--- config.mk ---
export PLATFORM = sky130hd
export DESIGN_NAME = oscillator_select_control
export DESIGN_NICKNAME = d
export VERILOG_FILES = /design/src/logic/osc_ctrl_pkg.sv /design/src/logic/oscillator_select_control.sv
export SDC_FILE = /design/constraint.sdc
export NUM_CORES = 1
export LEC_CHECK = 0
export ABC_AREA = 1
export BUFFER_PORTS_ARGS = -buffer_cell sky130_fd_sc_hd__buf_2
export CORE_AREA = 2 2 48 50
export CTS_BUF_LIST = sky130_fd_sc_hd__clkbuf_16
export DETAILED_ROUTE_END_ITERATION = 10
export DIE_AREA = 0 0 50 52
export GPL_TIMING_DRIVEN = 0
export PLACE_DENSITY = 0.77
export RECOVER_POWER = 25
export SLEW_MARGIN = 20
export SYNTH_ARGS = -nofsm -noshare
export SYNTH_HDL_FRONTEND = slang
export SYNTH_SLANG_ARGS = --single-unit
--- constraint.sdc ---
create_clock -name sys_clk -period 1.9 [get_ports sys_clk]
set_input_delay 0.19 -clock sys_clk [delete_from_list [all_inputs] [get_ports sys_clk]]
set_output_delay 0.19 -clock sys_clk [all_outputs]
set_load 0.005 [all_outputs]
--- src/logic/osc_ctrl_pkg.sv ---
// Purpose: Constants for the oscillator selection control block
// Assumes: Byte-wide peripheral access
// Notes:   Offsets, bit positions and reset values
`default_nettype none
package osc_ctrl_pkg;
    localparam logic [7:0] PERIPH_NUM      = 8'h04;
    localparam logic [7:0] GEN_CTRL_OFS    = 8'h00;
    localparam logic [7:0] ONCHIP_CTRL_OFS = 8'h01;
    localparam logic [7:0] XTAL_CTRL_OFS   = 8'h02;
    localparam int         GEN_SEL_BIT     = 0;
    localparam int         GEN_TRST_BIT    = 1;
    localparam int         ONCHIP_EN_BIT   = 0;
    localparam int         ONCHIP_SLOW_BIT = 1;
    localparam int         XTAL_EN_BIT     = 0;
    localparam int         XTAL_BIAS_BIT   = 1;
    localparam logic       GEN_TRST_RST    = 1'b0;
    localparam logic       ONCHIP_EN_RST   = 1'b1;
    localparam logic       ONCHIP_SLOW_RST = 1'b0;
    localparam logic       XTAL_EN_RST     = 1'b1;
    localparam logic       XTAL_BIAS_RST   = 1'b1;
    localparam logic       SEL_XTAL        = 1'b0;
    localparam logic [3:0] TILE_RST_CYCLES = 4'h8;
    localparam logic [3:0] TRST_CNT_IDLE   = 4'h0;
    localparam logic [7:0] RDATA_RST       = 8'h00;
    localparam logic       ACK_RST         = 1'b0;
    localparam logic [5:0] RSVD_ZERO       = 6'h00;
endpackage
`default_nettype wire

--- src/logic/oscillator_select_control.sv ---
// Contract
// - Peripheral 4, byte-wide reads and writes only
// - General bit 0 selects source, strap reset
// - Bit 1 set: source change resets tile
// - On-chip bit 1 picks fast or slow
// - On-chip bit 0 enables oscillator, resets one
// - Crystal bit 1 enables bias, resets one
// - Crystal bit 0 enables oscillator, resets one
// Purpose: Register file and controls for the clock source selection
// Assumes: Strap pin asynchronous, peripheral port on sys_clk
// Notes:   Read data registered, one cycle after request
`timescale 1ns/1ps
`default_nettype none
module oscillator_select_control
    import osc_ctrl_pkg::*;
(
    input  wire logic       sys_clk,
    input  wire logic       sys_rst,
    input  wire logic       sel_strap,
    input  wire logic       periph_sel,
    input  wire logic [7:0] periph_num,
    input  wire logic [7:0] periph_addr,
    input  wire logic       periph_wr,
    input  wire logic       periph_rd,
    input  wire logic [7:0] periph_wdata,
    output logic      [7:0] periph_rdata,
    output logic            periph_ack,
    output logic            use_onchip_osc,
    output logic            onchip_osc_en,
    output logic            onchip_osc_slow,
    output logic            xtal_osc_en,
    output logic            xtal_bias_en,
    output logic            tile_rst
);
    logic       strap_meta_r;
    logic       strap_sync_r;
    logic       strap_done_r;
    logic       sel_r;
    logic       trst_r;
    logic       slow_r;
    logic       oen_r;
    logic       xen_r;
    logic       bias_r;
    logic [3:0] trst_cnt_r;
    logic [3:0] trst_cnt_nxt;
    logic [7:0] rdata_nxt;
    logic       ack_nxt;
    logic       hit;
    logic       wr_hit;
    logic       rd_hit;
    logic       wr_gen;
    logic       wr_onchip;
    logic       wr_xtal;
    logic       sel_change;

    // Byte image of a register: only bits 1:0 are stored
    function automatic logic [7:0] reg_image(
        input logic hi_bit,
        input logic lo_bit
    );
        return {RSVD_ZERO, hi_bit, lo_bit};
    endfunction

    // Offset compare, shared by the write strobes
    function automatic logic ofs_is(
        input logic [7:0] addr,
        input logic [7:0] ofs
    );
        return (addr == ofs);
    endfunction

    assign hit        = periph_sel && (periph_num == PERIPH_NUM);
    assign wr_hit     = hit && periph_wr;
    assign rd_hit     = hit && periph_rd;
    assign wr_gen     = wr_hit && ofs_is(periph_addr, GEN_CTRL_OFS);
    assign wr_onchip  = wr_hit && ofs_is(periph_addr, ONCHIP_CTRL_OFS);
    assign wr_xtal    = wr_hit && ofs_is(periph_addr, XTAL_CTRL_OFS);
    assign sel_change = wr_gen && strap_done_r && (periph_wdata[GEN_SEL_BIT] != sel_r);

    // Strap synchroniser; runs in reset so the strap is settled at release
    always_ff @(posedge sys_clk)
    begin
        strap_meta_r <= sel_strap;
        strap_sync_r <= strap_meta_r;
    end

    // Source select, caught from the strap at the first edge after release
    always_ff @(posedge sys_clk or posedge sys_rst)
    begin
        if (sys_rst)
        begin
            strap_done_r <= 1'b0;
            sel_r        <= SEL_XTAL;
        end
        else if (!strap_done_r)
        begin
            strap_done_r <= 1'b1;
            sel_r        <= strap_sync_r;
        end
        else if (wr_gen)
        begin
            sel_r <= periph_wdata[GEN_SEL_BIT];
        end
    end

    // Tile reset enable
    always_ff @(posedge sys_clk or posedge sys_rst)
    begin
        if (sys_rst)
        begin
            trst_r <= GEN_TRST_RST;
        end
        else if (wr_gen)
        begin
            trst_r <= periph_wdata[GEN_TRST_BIT];
        end
    end

    // On-chip oscillator speed and enable
    always_ff @(posedge sys_clk or posedge sys_rst)
    begin
        if (sys_rst)
        begin
            slow_r <= ONCHIP_SLOW_RST;
            oen_r  <= ONCHIP_EN_RST;
        end
        else if (wr_onchip)
        begin
            slow_r <= periph_wdata[ONCHIP_SLOW_BIT];
            oen_r  <= periph_wdata[ONCHIP_EN_BIT];
        end
    end

    // Crystal oscillator bias and enable
    always_ff @(posedge sys_clk or posedge sys_rst)
    begin
        if (sys_rst)
        begin
            bias_r <= XTAL_BIAS_RST;
            xen_r  <= XTAL_EN_RST;
        end
        else if (wr_xtal)
        begin
            bias_r <= periph_wdata[XTAL_BIAS_BIT];
            xen_r  <= periph_wdata[XTAL_EN_BIT];
        end
    end

    // Tile reset length counter, reloaded by each qualifying write
    always_comb
    begin
        trst_cnt_nxt = trst_cnt_r;
        if (trst_r && sel_change)
        begin
            trst_cnt_nxt = TILE_RST_CYCLES;
        end
        else if (trst_cnt_r != TRST_CNT_IDLE)
        begin
            trst_cnt_nxt = trst_cnt_r - 4'h1;
        end
    end

    always_ff @(posedge sys_clk or posedge sys_rst)
    begin
        if (sys_rst)
        begin
            trst_cnt_r <= TRST_CNT_IDLE;
        end
        else
        begin
            trst_cnt_r <= trst_cnt_nxt;
        end
    end

    // Read mux; unmapped offsets read as zero
    always_comb
    begin
        rdata_nxt = periph_rdata;
        if (rd_hit)
        begin
            case (periph_addr)
                GEN_CTRL_OFS:    rdata_nxt = reg_image(trst_r, sel_r);
                ONCHIP_CTRL_OFS: rdata_nxt = reg_image(slow_r, oen_r);
                XTAL_CTRL_OFS:   rdata_nxt = reg_image(bias_r, xen_r);
                default:         rdata_nxt = RDATA_RST;
            endcase
        end
    end

    // Every accepted byte access is answered one cycle later
    assign ack_nxt = wr_hit || rd_hit;

    // Read data holds until the next read
    always_ff @(posedge sys_clk or posedge sys_rst)
    begin
        if (sys_rst)
        begin
            periph_rdata <= RDATA_RST;
        end
        else
        begin
            periph_rdata <= rdata_nxt;
        end
    end

    always_ff @(posedge sys_clk or posedge sys_rst)
    begin
        if (sys_rst)
        begin
            periph_ack <= ACK_RST;
        end
        else
        begin
            periph_ack <= ack_nxt;
        end
    end

    // Oscillator controls straight from the stored bits
    assign use_onchip_osc  = sel_r;
    assign onchip_osc_en   = oen_r;
    assign onchip_osc_slow = slow_r;
    assign xtal_osc_en     = xen_r;
    assign xtal_bias_en    = bias_r;
    assign tile_rst        = (trst_cnt_r != TRST_CNT_IDLE);
endmodule
`default_nettype wire

======== Word level (Yosys, flattened, before mapping) ========
Cells that the tools add are included.
cells by class
  add/sub/neg operators ................... 1
  equal/unequal tests ..................... 5
  mux-type cells .......................... 5
  reduce and logical (&&, ||, !) cells .... 13
operators by type and width
  kind                                              number
  logical AND 1 bit                                 9
  == test 8 x 1 -> 1 bit, second input constant     1
  == test 8 x 2 -> 1 bit, second input constant     1
  == test 8 x 3 -> 1 bit, second input constant     1
  logical NOT 8 bit                                 1
  two-way mux 4 bit                                 2
  case mux 2 bit (3 select lines)                   1
  nonzero test 4 bit                                1
  subtractor 4 x 1 -> 4 bit, second input constant  1
  two-way mux 1 bit                                 2
  != test 2 x 1 -> 1 bit, second input constant     1
  nonzero test 2 bit                                1
  logical OR 1 bit                                  1
  != test 1 bit                                     1
word-level totals
  register bits ........................... 22
  input bits .............................. 30
  output and inout bits ................... 15
  word-level logic and storage cells ...... 36

======== Longest topological paths before layout ========
  word-level depth ........................ 8
  mapped depth ............................ 8
  depth with buffers taken out ............ 8

======== Worst setup path after synthesis ========
OpenSTA, ideal clock, no wires.
  path kind ............................... reg-to-reg
  start point ............................. register trst_cnt_r[0]
  end point ............................... register trst_cnt_r[1]
  library setup time ...................... 0.072 ns
  arrival ................................. 1.080 ns
  data required time ...................... 1.828 ns
  slack ................................... 0.749 ns
  cell stages (with the launch flop) ...... 7
  path buffers ............................ 0
  clock period less this slack ............ 1.151 ns
  path through ............................ dfrtp_1 > inv_1 > ha_1 > nand3_1 > mux2i_1 > inv_1 > nor2_1
on the way
  elaborated cells on any way between the ends .. 5
  classes of those cells .................. add/sub (1); mux (2); reduce/logical (2)
RTL lines
  item                          RTL line                          text
  from (decl)                   oscillator_select_control.sv:44   logic [3:0] trst_cnt_r;
  from (signal assigned)        oscillator_select_control.sv:171  trst_cnt_r <= trst_cnt_nxt;
  nonzero test 4 bit            --
  named net tile_rst            oscillator_select_control.sv:33   output logic tile_rst
  nonzero test 2 bit (no line)  --
The timed path passes the listed nets, and every way through them passes these cells. The select of a mux whose other input is x is not followed.
A chain may end at the register's enable or synchronous reset.

======== Worst setup path in the final report ========
  start point ............................. register trst_cnt_r[0]
  end point ............................... output port tile_rst
on the way
  word-level cells in the longest chain between the ends .. 1
ends and longest elaborated chain
  item                RTL line                          text
  nonzero test 4 bit  oscillator_select_control.sv:224  assign tile_rst = (trst_cnt_r != TRST_CNT_IDLE);
  to (decl)           oscillator_select_control.sv:33
No other way between the ends.

==> summary.log <==
[floorplanning] Chip Width 50 um
[floorplanning] starting density of the core 44.6%
[grt] Total Routing Usage GR 15.1%
[yosys] number of warnings printed during yosys synthesis 0
[pwr] largest vdd supply drop 578 uV
[worst_setup_path] cells traversed along the worst timing path inv_1 -> ha_1 -> nand3_1 -> buf_2
[clocking] TritonCTS Buffers 3
[clocking] maximum level of the CTS H-tree 1
[floorplanning] Floorplan Core Area 2110 um2
[yosys] most used flip-flop cell after synthesis sky130_fd_sc_hd__dfrtp_1
[routing] post-detailed-route DRC marker count 0
[finish] proportion of layout cells with a drive suffix above 1 35.9%
[placed_design] gpl congestion 0.801
[routing] via count of the routed design 836
[routing] drt total wl 1.82 mm
[clocking] clock latency on the worst-skew pair 240 ps
[worst_setup_path] sort of element at the end of the critical path output port
[yosys] number of register bits inferred by synthesis 16
[worst_setup_path] Worst Path Max Fanout 5
[sta] headroom to the max-slew limit 65.5%
[sta] minimum clock period after layout 1440 ps
[min_path] Worst Hold Depth 1
[sta] portion of the clock cycle consumed by the worst path in the final layout 75.7%
[sta] TNS Setup 0 ps
[worst_setup_path] terminus of the critical flop-to-flop path trst_cnt_r[1]
[sta] worst hold slack after final layout 46.9 ps
[finish] area of all placed cells without fillers 1210 um2
[sta] highest clock frequency the design can meet 695 MHz
[min_path] worst hold path class in2reg
[yosys] top cells by area, synth sky130_fd_sc_hd__dfrtp_1, sky130_fd_sc_hd__nand2_1, sky130_fd_sc_hd__dfstp_2
[finish] Area growth, synth to finish 28.9%
[sta] number of failing setup endpoints in the final timing report 0
[worst_setup_path] longest individual stage delay on the worst path 360 ps
[yosys] count of cell types in the netlist 26
[placed_design] Detail Placement HPWL 1.45 mm
[routing] average vias per placed instance 4.54
[worst_setup_path] Critical Path Source Type flop
[clocking] largest buffer count on any clock path 2
[clocking] TritonCTS clock tree built
[yosys] post-synthesis area per instance 8.24 um2
[routing] length of the first detailed-routing pass in iterations 4
[job] max-cap check violation count 0
[floorplanning] overall die height 52 um
[routing] final routed wire length divided by cell count 9.90 um
[grt] initial antenna violation count 0
[grt] number of global-route vias before repair 729
[yosys] synth cell count leaders sky130_fd_sc_hd__nand2_1, sky130_fd_sc_hd__inv_1, sky130_fd_sc_hd__dfrtp_1
[placed_design] count of buffers from port buffering 32
[routing] Initial DRC Count 9
[grt] global-route wire length before repair 2.99 mm
[floorplanning] number of core rows 17
[worst_setup_path] critical path class reg2out
[sta] count of final max-slew check failures 0
[yosys] synthesized netlist cell count 114
[yosys] share of the synthesized area in the top cell type 29.3%
[sta] slew of the pin with the lowest slew margin 517 ps
[yosys] cell accounting for the most synthesized area sky130_fd_sc_hd__dfrtp_1
[yosys] Cell Area, Synth 940 um2
[worst_setup_path] data arrival time of the critical path 1250 ps
[grt] pin count of the biggest net entering global routing 15
[min_path] startpoint of the tightest hold check path sel_strap
[sta] unrepaired setup endpoints after global routing no
[outcome] outcome finished clean
[clocking] CTS clk-pin slew, worst paths 50 ps
[worst_setup_path] standard cell with the maximum stage delay on the critical path sky130_fd_sc_hd__dfrtp_1
[placed_design] placed inst area 1150 um2
[yosys] async set or reset register ratio after synthesis 87.5%
[min_path] Hold Path Sink strap_meta_r
[worst_setup_path] minimum setup slack among reg-to-reg paths 670 ps
[clocking] count of clock tree sinks 16
[pwr] Pwr Density 681 nW/um2
[finish] antenna cells 0
[worst_setup_path] Data required, critical path 1710 ps
[sta] number of hold violations in the final report 0
[clocking] Clk Tree Root Cell sky130_fd_sc_hd__clkbuf_16
[worst_setup_path] R2R Path Start trst_cnt_r[0]
[yosys] number of flops mapped to enable cells by yosys 0
[yosys] most frequently used cell type in the post-synthesis netlist sky130_fd_sc_hd__nand2_1
[grt] total congestion overflow after global routing 0
[pwr] leakage power total 0.648 nW
[worst_setup_path] logic depth of the worst register-to-register path 6
[finish] Final Core Density 57.5%
[routing] DRT antenna net count 0
[sta] maximum clock skew at final layout 1.34 ps
[finish] Nets 189
[floorplanning] full die area 2600 um2
[clocking] post-CTS setup repair buffer count 0
[yosys] sequential-to-total area share from yosys stat 41.9%
[floorplanning] I/O pin total 45
[routing by layer]
metal / GRT usage, % / wire, um / part of all wire [%]
met5: 0 / 0 / 0
met4: 4.17 / 0 / 0
met3: 2.59 / 68 / 3.7
met2: 27.6 / 990 / 54
met1: 18.2 / 763 / 42
[worst max-delay path, delay by kind of cell, from the launching register on]
kind / cells / cell delay, ps
flops: 1 / 360
buf+inv: 2 / 310
simple gates: 1 / 180
fa+ha+maj: 1 / 160
[per-stage QoR]
step	cells	worst slack [ps]	total power [mW]
2_1_floorplan	119	749	0.393
3_3_place_gp	179	717	0.427
3_5_place_dp	179	660	0.430
4_1_cts	184	442	0.836
5_1_grt	184	376	0.860
6_report	184	462	0.824
[flip-flops by register name (all words and copies together) (netlist names)]
name	count
periph_ack	1
trst_cnt_r	4
xtal_osc_en	1
onchip_osc_en	1
trst_r	1
strap_sync_r	1
use_onchip_osc	1
periph_rdata	2
xtal_bias_en	1
onchip_osc_slow	1
strap_done_r	1
strap_meta_r	1
[worst max path at each step]
stage	endpoint	start	depth (start not counted)
2_1_floorplan	trst_cnt_r[1]	trst_cnt_r[0]	6
3_3_place_gp	trst_cnt_r[1]	trst_cnt_r[0]	6
3_5_place_dp	trst_cnt_r[1]	trst_cnt_r[0]	6
4_1_cts	tile_rst	trst_cnt_r[0]	4
5_1_grt	tile_rst	trst_cnt_r[1]	4
6_report	tile_rst	trst_cnt_r[0]	4
[placed cells by master, fill, tap and decap left out, drive strengths merged]
master	Yosys	final
buf	6	38
nand2	27	27
nor2	17	17
inv	16	16
dfrtp	11	11
nand3	8	8
conb	2	7
o21ai	7	7
nand4	4	4
xor2	3	3
clkbuf	0	3
dfstp	3	3
ha	2	2
dfxtp	2	2
nor3	2	2
nor3b	1	1
a21boi	1	1
mux2i	1	1
a21oi	1	1
clkinv	0	1
dlygate4sd3	0	1
[power breakdown]
part	switching (mW)	internal [mW]
Combinational	0.0373	0.0353
Clock	0.122	0.278
Sequential	0.00455	0.347
Total	0.164	0.660
[cells by family after synthesis]
group | share of synthesized area (%)
compound gates | 5.06
simple gates | 34.5
mux | 1.07
other cells | 0.799
xor+xnor | 2.80
fa+ha+maj | 2.66
buf+inv | 11.2
flops | 41.9
[layout make-up]
class	instances	area (um2)
clock inverters	1	3.75
clock buffers	3	75.1
well taps	28	35.0
inverters	16	60.1
flip-flops and latches	16	394
plain buffers	6	45.0
fillers	192	895
repair buffers	33	170
multi-input cells	81	428
[what timing repair did]
item	4_1_cts	5_1_grt
gates resized for setup	0	0
hold buffers	1	0
hold endpoints to repair	11	0
Note: power is estimated with default switching activity, not from simulation.
